==> config.mk <==
export PLATFORM = sky130hd
export DESIGN_NAME = bml_boot_mode
export DESIGN_NICKNAME = d
export VERILOG_FILES = /design/src/bml_pkg.sv /design/src/bml_boot_mode.sv
export SDC_FILE = /design/constraint.sdc
export NUM_CORES = 1
export LEC_CHECK = 0
export ABC_CLOCK_PERIOD_IN_PS = 3200
export BUFFER_PORTS_ARGS = -buffer_cell sky130_fd_sc_hd__buf_4
export CORE_MARGIN = 1
export CORE_UTILIZATION = 48
export DETAILED_ROUTE_END_ITERATION = 16
export GPL_TIMING_DRIVEN = 0
export HOLD_SLACK_MARGIN = 0.15
export PLACE_DENSITY = 0.95
export RECOVER_POWER = 50
export SYNTH_ARGS = -nofsm -noshare
export SYNTH_HDL_FRONTEND = slang
export SYNTH_SLANG_ARGS = --single-unit
==> constraint.sdc <==
create_clock -name clk_sys -period 3.2 [get_ports clk_sys]
set_input_delay 0.48 -clock clk_sys [delete_from_list [all_inputs] [get_ports clk_sys]]
set_output_delay 0.48 -clock clk_sys [all_outputs]
set_load 0.005 [all_outputs]
==> src/bml_pkg.sv <==
// Constants and types for the boot mode latch and program map select block
package bml_pkg;

    localparam int unsigned APB_AW = 8;
    localparam int unsigned APB_DW = 32;

    // Register byte offsets
    localparam logic [7:0] OFS_MODE = 8'h00;
    localparam logic [7:0] OFS_OSC = 8'h04;
    localparam logic [7:0] OFS_STAT = 8'h08;

    // Operating mode register fields
    localparam int unsigned MODE_BOOT_SEL = 0;
    localparam int unsigned MODE_SECURE = 1;

    // Oscillator control register fields
    localparam int unsigned OSC_HIGH_POWER = 0;
    localparam logic OSC_HIGH_POWER_RST = 1'b0;

    // Status register fields
    localparam int unsigned STAT_EXT_MAP = 0;
    localparam int unsigned STAT_EMI_WIDE = 1;
    localparam int unsigned STAT_DBG_EN = 2;
    localparam int unsigned STAT_SEC_RST = 3;
    localparam int unsigned STAT_PSP_OK = 4;
    localparam int unsigned STAT_BAD_WR = 5;

    // Pin synchroniser layout
    localparam int unsigned NUM_PINS = 3;
    localparam int unsigned PIN_BOOT = 0;
    localparam int unsigned PIN_WIDTH = 1;
    localparam int unsigned PIN_UNSEC = 2;

    localparam int unsigned FLASH_DW = 16;

    typedef enum logic [2:0] {
        ARB_IDLE = 3'b001,
        ARB_CORE = 3'b010,
        ARB_SEC = 3'b100
    } bml_arb_e;

    typedef struct packed {
        logic [NUM_PINS-1:0] sync_a;
        logic [NUM_PINS-1:0] sync_b;
        logic [NUM_PINS-1:0] sync_c;
        logic [NUM_PINS-1:0] pin_flt;
        logic boot_select_bit;
        logic secure_state_bit;
        logic secure_rst;
        logic wide_rst;
        logic osc_high_power_bit;
        logic bad_wr;
        logic map_ext;
        logic emi_wide;
        logic dbg_en;
        logic psp_ok;
        bml_arb_e arb;
        logic prog_strobe;
        logic [FLASH_DW-1:0] prog_data;
        logic pready;
        logic pslverr;
        logic [APB_DW-1:0] prdata;
    } bml_state_s;

endpackage : bml_pkg

==> src/bml_boot_mode.sv <==
// Boot mode latch, program map select, oscillator control and flash paths
//
// Our own choices: the APB register port and the placing of the registers.
`timescale 1ns/10ps
// Functional notes
// - Secure 0 boot 0: mode 0, 16 lines, no ext space, debug off.
// - Secure 0 with boot 1 at reset is invalid and acts as both bits 0.
// - Secure 1 boot 0: internal mode 0 with 16 address lines.
// - Both bits 1: external mode 1, width from the memory width strap.
// - The secure bit loads from flash security only in reset; later changes wait for reset.
// - Software writes to the secure bit never touch flash security.
// - Software may write the boot bit after reset to steer the map.
// - Software changes to the secure bit leave the program map alone.
// - The oscillator high power bit resets to 0.
// - Data flash reads go to the core or secondary bus, never both.
// - Boot bit 1 picks the external map unless secure was 0 at reset.
module bml_boot_mode
    import bml_pkg::*;
(
    input wire logic clk_sys,
    input wire logic srst,
    input wire logic clk_en,
    // APB slave
    input wire logic psel,
    input wire logic penable,
    input wire logic pwrite,
    input wire logic [APB_AW-1:0] paddr,
    input wire logic [APB_DW-1:0] pwdata,
    input wire logic [3:0] pstrb,
    output logic [APB_DW-1:0] prdata,
    output logic pready,
    output logic pslverr,
    // Straps and flash security state, asynchronous
    input wire logic external_boot_strap,
    input wire logic memory_width_strap,
    input wire logic flash_unsecured,
    // Resolved operating mode
    output logic pmap_external,
    output logic emi_addr_20bit,
    output logic debug_enable,
    output logic ext_pspace_allowed,
    output logic osc_high_power_bit,
    // Data flash read paths
    input wire logic core_rd_req,
    input wire logic sec_rd_req,
    output logic core_rd_gnt,
    output logic sec_rd_gnt,
    // Flash program path on the core write bus
    input wire logic core_wr_valid,
    input wire logic core_wr_word,
    input wire logic [FLASH_DW-1:0] core_wr_data,
    output logic flash_prog_strobe,
    output logic [FLASH_DW-1:0] flash_prog_data
);

    bml_state_s st;
    bml_state_s next_st;

    logic [NUM_PINS-1:0] pins_in;
    assign pins_in = {flash_unsecured, memory_width_strap,
                      external_boot_strap};

    always_comb begin
        logic acc;
        logic hit;
        logic done;
        logic clr_bad;
        logic set_bad;
        logic unsec;
        logic boot;
        logic [APB_DW-1:0] rd;
        acc = 1'b0;
        hit = 1'b0;
        done = 1'b0;
        clr_bad = 1'b0;
        set_bad = 1'b0;
        unsec = 1'b0;
        boot = 1'b0;
        rd = '0;
        next_st = st;

        // Three-stage synchroniser; stage one feeds only stage two
        next_st.sync_a = pins_in;
        next_st.sync_b = st.sync_a;
        next_st.sync_c = st.sync_b;
        for (int i = 0; i < NUM_PINS; i++) begin
            if (st.sync_b[i] == st.sync_c[i]) begin
                next_st.pin_flt[i] = st.sync_c[i];
            end
        end

        if (srst) begin
            // Straps sampled every reset cycle; last one before release wins
            unsec = st.pin_flt[PIN_UNSEC];
            boot = st.pin_flt[PIN_BOOT];
            next_st.secure_rst = unsec;
            next_st.secure_state_bit = unsec;
            // Secured part cannot boot externally
            next_st.boot_select_bit = boot & unsec;
            // Wide bus only in external mode
            next_st.wide_rst = boot & unsec & st.pin_flt[PIN_WIDTH];
            next_st.osc_high_power_bit = OSC_HIGH_POWER_RST;
            next_st.bad_wr = 1'b0;
            next_st.arb = ARB_IDLE;
            next_st.prog_strobe = 1'b0;
            next_st.prog_data = '0;
            next_st.pready = 1'b0;
            next_st.pslverr = 1'b0;
            next_st.prdata = '0;
        end else begin
            // APB: pready rises in the second access cycle
            acc = psel & penable;
            hit = (paddr == OFS_MODE) || (paddr == OFS_OSC) ||
                  (paddr == OFS_STAT);
            done = acc & st.pready;
            next_st.pready = acc & ~st.pready;
            if (acc & ~st.pready) begin
                next_st.pslverr = ~hit;
                unique case (paddr)
                    OFS_MODE: begin
                        rd[MODE_BOOT_SEL] = st.boot_select_bit;
                        rd[MODE_SECURE] = st.secure_state_bit;
                    end
                    OFS_OSC: begin
                        rd[OSC_HIGH_POWER] = st.osc_high_power_bit;
                    end
                    OFS_STAT: begin
                        rd[STAT_EXT_MAP] = st.map_ext;
                        rd[STAT_EMI_WIDE] = st.emi_wide;
                        rd[STAT_DBG_EN] = st.dbg_en;
                        rd[STAT_SEC_RST] = st.secure_rst;
                        rd[STAT_PSP_OK] = st.psp_ok;
                        rd[STAT_BAD_WR] = st.bad_wr;
                    end
                    default: begin
                        rd = '0;
                    end
                endcase
                next_st.prdata = pwrite ? '0 : rd;
            end else if (done) begin
                next_st.pslverr = 1'b0;
                next_st.prdata = '0;
            end

            // Writes land on the edge that completes the access
            if (done & pwrite & pstrb[0]) begin
                unique case (paddr)
                    OFS_MODE: begin
                        next_st.boot_select_bit =
                            pwdata[MODE_BOOT_SEL];
                        // Stored only; no path to flash security or map
                        next_st.secure_state_bit =
                            pwdata[MODE_SECURE];
                    end
                    OFS_OSC: begin
                        // Crystal and external clock need 1, resonator 0
                        next_st.osc_high_power_bit =
                            pwdata[OSC_HIGH_POWER];
                    end
                    OFS_STAT: begin
                        clr_bad = pwdata[STAT_BAD_WR];
                    end
                    default: begin
                        clr_bad = 1'b0;
                    end
                endcase
            end

            // Single owner at a time; the holder keeps the array
            unique case (st.arb)
                ARB_IDLE: begin
                    if (core_rd_req) begin
                        next_st.arb = ARB_CORE;
                    end else if (sec_rd_req) begin
                        next_st.arb = ARB_SEC;
                    end
                end
                ARB_CORE: begin
                    if (!core_rd_req) begin
                        next_st.arb = sec_rd_req ? ARB_SEC : ARB_IDLE;
                    end
                end
                ARB_SEC: begin
                    if (!sec_rd_req) begin
                        next_st.arb = core_rd_req ? ARB_CORE : ARB_IDLE;
                    end
                end
                default: begin
                    next_st.arb = ARB_IDLE;
                end
            endcase

            // Only word writes reach the flash unit
            next_st.prog_strobe = core_wr_valid & core_wr_word;
            if (core_wr_valid & core_wr_word) begin
                next_st.prog_data = core_wr_data;
            end
            set_bad = core_wr_valid & ~core_wr_word;
            // A new offence beats a clear in the same cycle
            next_st.bad_wr = (st.bad_wr & ~clr_bad) | set_bad;
        end

        // Map follows the boot bit only if unsecured at reset
        next_st.map_ext = next_st.boot_select_bit &
                          next_st.secure_rst;
        // Internal boot keeps 16 lines
        next_st.emi_wide = next_st.wide_rst;
        // Secured part: debug off, no external program space
        next_st.dbg_en = next_st.secure_rst;
        next_st.psp_ok = next_st.secure_rst;
    end

    // Clock enable freezes everything, reset included
    always_ff @(posedge clk_sys) begin
        if (clk_en) begin
            st <= next_st;
        end
    end

    assign prdata = st.prdata;
    assign pready = st.pready;
    assign pslverr = st.pslverr;
    assign pmap_external = st.map_ext;
    assign emi_addr_20bit = st.emi_wide;
    assign debug_enable = st.dbg_en;
    assign ext_pspace_allowed = st.psp_ok;
    assign osc_high_power_bit = st.osc_high_power_bit;
    assign core_rd_gnt = st.arb[1];
    assign sec_rd_gnt = st.arb[2];
    assign flash_prog_strobe = st.prog_strobe;
    assign flash_prog_data = st.prog_data;

endmodule : bml_boot_mode

Word level (Yosys, flattened, before mapping). Index checks and enable logic that the tools add are counted.

Flip-flop bits (word level): 73. Latch bits: 0. RAM bits: 0. Memory bits (read-only): 0. Input bits: 73. Output and inout port bits: 58. Word-level logic and storage cells: 86. Memories: 0.

$add $sub $neg: 0. Multipliers: 0. Divide/modulo/power cells: 0. Magnitude comparators: 0. Equal/unequal tests: 11. Shift-type cells: 0. Mux-type cells: 23. Bitwise operators: 16. Reductions and logical operators: 17.

Operators by type and width (count): $mux W33 (2); $mux W16 (1); $mux W3 (5); $reduce_and A2 Y1 (6); $and A1 B1 Y1 (11); $mux W2 (5); $pmux W3 S3 (1); $eq A8 B3 Y1 const B (1); $eq A8 B4 Y1 const B (1); $logic_not A8 Y1 (1); $reduce_bool A2 Y1 (4); $mux W6 (1); $ne A3 B3 Y1 const B (2); $reduce_and A3 Y1 (2); $mux W1 (5); $mux W4 (1); $ne A4 B4 Y1 const B (1); $not A1 Y1 (4); $reduce_and A4 Y1 (1); $eq A1 B1 Y1 (3); $eq A3 B1 Y1 const B (1); $eq A3 B2 Y1 const B (1); $eq A3 B3 Y1 const B (1); $pmux W1 S3 (1); 4 further kinds (5).

Depth between registers and ports, before layout.
Depth in word-level cells: 9. Mapped depth: 3. Depth with buffers taken out: 3.

Least setup slack after synthesis. Ideal clock, no wire load.

Kind: input port to flip-flop. Start: input port paddr[5]. End: register st[62] (netlist bit), enable pin. Library setup time: 0.291 ns. Arrival time: 1.532 ns. Data required time: 2.909 ns. Path slack: 1.376 ns. Stages: 3. Path buffers: 0. Path through: or4_4 > nor4_4 > o21a_1.

Cells in the longest elaborated chain, start to end: 3.

RTL lines: start: declaration (line bml_boot_mode.sv:27) `input wire logic [APB_AW-1:0] paddr,`; $logic_not A8 Y1 (line bml_boot_mode.sv:147) `unique case (paddr)`; $reduce_bool A2 Y1 (no line); $reduce_and A3 Y1 (no line); end signal: assignment (line bml_boot_mode.sv:216) `st <= next_st;`; end: declaration (line bml_boot_mode.sv:56) `bml_state_s st;`.

No other way between the ends. A chain may end at the register's enable or synchronous reset.

Final worst setup path.
Start: input port clk_en. End: register st (netlist bit flash_prog_data[3]), enable pin.

Cells in the longest elaborated chain, start to end: 1.

RTL lines: start: declaration (line bml_boot_mode.sv:22) `input wire logic clk_en,`; $reduce_and A2 Y1 (no line).

No other way between the ends.

==> key figures <==
Synth
  – Warnings from Yosys: 0
  – Syn Inst Count: 186
  – Leading post-synthesis cells by cell area: edfxtp_1 58%, buf_4 16%, nor2b_1 5.4%
  – Share of the synthesized area in the top cell type: 58.1%
  – Seq cells post-synth: 45
  – Netlist cell types: 34
  – Post-synth top area cell: edfxtp_1
  – EDFF count, synth: 45
  – Synth Cell Area: between 2000 and 2500 µm²
  – Avg Cell Area, Syn: around 13 µm²
  – Seq/Total Area, Yosys: 58.1%
  – Main synth FF type: edfxtp_1
  – Async SR Flop Fraction: 0%

Placed design
  – Post-Place Cells: 335
  – Port buffer count: 72
  – Placement Cell Area: around 3000 µm²
  – Routability Congestion: approximately 0.76
  – Detailed-placement wirelength estimate: 3730 µm
  – Pre-CTS setup slack: about 0.95 ns

Clocking
  – Resize count post-CTS: 0
  – CTS Buf Count: 5
  – Latest clock arrival within the worst-skew pair: 0.29 ns
  – Clk pin slew, worst setup/hold paths: 0.07 ns
  – H-tree levels: 2
  – Clk sinks: 45
  – TritonCTS clock tree: yes
  – # Post-CTS Setup Buffers: 0
  – Max Root-Sink Buffers: 2
  – Clock root buffer: clkbuf_8
  – Hold_buf cts: 0

Timing
  – Final hold vios: 0
  – Worst slew margin: 28.0%
  – FMAX: between 400 and 500 MHz
  – Final Max Tran Viols: 0
  – Worst hold slack: 0.392 ns
  – Final setup fails: 0
  – Final period util: 68.1%
  – Clk_skew: 0.00718 ns
  – RSZ-0062 raised after global routing: no
  – Final WS setup: 1.02 ns
  – Slew @ Worst Pin: between 1 and 1.5 ns
  – Fin crit period: 2.18 ns
  – Sum Neg Setup Slack: 0 ns

Pwr
  – Power share of the clock group: about 26%
  – P_leak: 0.00135 µW
  – VDD IR max: a little over 0.0003 V
  – Switching Power: 269 µW
  – Pwr dens: ~400 nW/µm²
  – Comb power frac: 17.2%
  – Reg power frac: 57.1%
  – Sw Ratio: 21.5%
  – Internal: about 980 µW

Worst hold path
  – Hold depth: 1
  – Worst hold path type: input port to flop

Floorplan
  – Row cnt: 24
  – Die width: 71.6 µm
  – Core Box Area: 4500 µm²
  – Top Ports: 131
  – Initial core utilization: 51.7%
  – Die Span Y: approximately 72 µm
  – Die area: 5130 µm²

Critical path
  – Worst path required time: 3.12 ns
  – Sum of buffers and inverters on the critical path: 1
  – FF-to-FF path depth: 3
  – Slowest Stage Delay on Critical Path: about 0.82 ns
  – Crit path cell chain: clkbuf_1 > nor2b_2
  – CP Class: input port to flop
  – Worst path depth: 2
  – Family with the most delay on the worst path: simple AND/OR/NAND/NOR gates
  – CP max-delay cell: nor2b_2
  – CP max FO: 24
  – Crit path launch type: input port
  – Crit path DAT: 2.10 ns
  – Worst Setup End Kind: flop

Final layout
  – P&R area growth vs syn: 33.3%
  – Final Net Count: 363
  – Fin cells: 343
  – Layout cells sized above 1: between 40 and 50%
  – Fin area: ~3100 µm²
  – ANT cells: 0

Route
  – Drt first pass iters: 4
  – Initial DRC Count: 107
  – Vias: 1630
  – Vias per cell: 4.75
  – Routed Antenna Nets: 0
  – Routed length per instance: around 14 µm
  – WL final: 4670 µm
  – DRC errors left: 0

Global routing
  – Total global routing overflow: 0
  – Vias in the first global route: between 1500 and 2000
  – Initial antenna violation count: 0
  – First-pass GRT wire length: 7100 µm
  – Largest net degree at the start of global routing: 25
  – GRT Util Overall: between 10% and 20%

Run status
  – Outcome: finished clean

Job
  – Max-Cap Viols: 0
[power by group through the flow]
stage | Sequential, µW | Clock (µW) | Combinational, µW
finish | 715 | 322 | 216
global route | 719 | 356 | 234
CTS | 716 | 331 | 216
detailed placement | 729 | 0 | 215
global placement | 726 | 0 | 206
floorplan | 723 | 0 | 113
[metal layers]
layer,wire length (µm),global-route usage [%]
met1,1500,18.3
met2,2750,36.8
met5,0,0
met3,364,6.19
met4,53,6.32
[cells in the mapped netlist (2+ instances only)]
master	count
o21ai_0	3
clkbuf_1	2
nor3_1	4
a31oi_1	2
edfxtp_1	45
inv_1	5
xnor2_1	4
nand3_1	4
and2_1	7
a21oi_1	3
nor2b_1	20
nand2_1	2
nand2b_1	3
buf_4	49
and3_1	3
nor2_1	3
nor4_1	3
nand4b_1	2
o21a_1	3
mux2i_1	4
nor4bb_1	2
[kinds of logic after synthesis]
group                     after synthesis  share of synthesized area [%]
AOI/OAI and AO/OA                      16                           4.41
xor gates and xnor gates                4                           1.51
buffers and inverters                  56                           16.9
DFF                                    45                           58.1
muxes                                   4                           1.72
other                                   1                          0.161
and+or+nand+nor                        60                           17.2
[sequential cells by signal (all words and copies together), names as in the netlist]
register            count
flash_prog_data        16
st                     10
next_st                 6
prdata                  4
core_rd_gnt             1
emi_addr_20bit          1
ext_pspace_allowed      1
flash_prog_strobe       1
osc_high_power_bit      1
pmap_external           1
pready                  1
pslverr                 1
sec_rd_gnt              1
[cell type report]
cell class / count / area [µm²]
fillers: 339 / 1400
flip-flops and latches: 45 / 1350
multi-input cells: 110 / 678
repair buffers: 72 / 533
plain buffers: 51 / 375
clock buffers: 8 / 80.1
well taps: 52 / 65.1
inverters: 5 / 18.8
[placed cells by master (no fill, tap or decap), types with 2 or more instances in the layout]
master | synthesis | final
a21oi_1 | 3 | 3
a31oi_1 | 2 | 2
and2_0 | 0 | 5
and2_1 | 7 | 2
and3_1 | 3 | 3
buf_4 | 49 | 111
clkbuf_1 | 2 | 7
clkbuf_4 | 0 | 8
clkbuf_8 | 0 | 5
conb_1 | 1 | 26
edfxtp_1 | 45 | 45
inv_1 | 5 | 5
mux2i_1 | 4 | 4
nand2_1 | 2 | 2
nand2b_1 | 3 | 3
nand3_1 | 4 | 4
nand4b_1 | 2 | 2
nor2_1 | 3 | 3
nor2b_1 | 20 | 19
nor3_1 | 4 | 4
nor4_1 | 3 | 3
nor4bb_1 | 2 | 2
o21a_1 | 3 | 3
o21ai_0 | 3 | 3
xnor2_1 | 4 | 4
[final timing paths]
path	to	from	slack (ns)
hold reg to reg	next_st[69]$_DFFE_PP_	next_st[72]$_DFFE_PP_	0.42
hold / removal	next_st[72]$_DFFE_PP_	flash_unsecured	0.39
setup reg to reg	st[51]$_SDFFCE_PP1P_	st[51]$_SDFFCE_PP1P_	1.77
setup / recovery	flash_prog_data[3]$_SDFFCE_PP0P_	clk_en	1.02
[through the flow]
| stage | util [%] | power [µW] |
|---|---|---|
| after floorplan | - | 836 |
| after global placement | 67.2 | 931 |
| after CTS | 69.0 | 1260 |
| after detailed placement | 67.2 | 944 |
| final | 68.9 | 1250 |
| after global routing | 68.9 | 1310 |
Note: power is estimated with default switching activity, not from simulation.
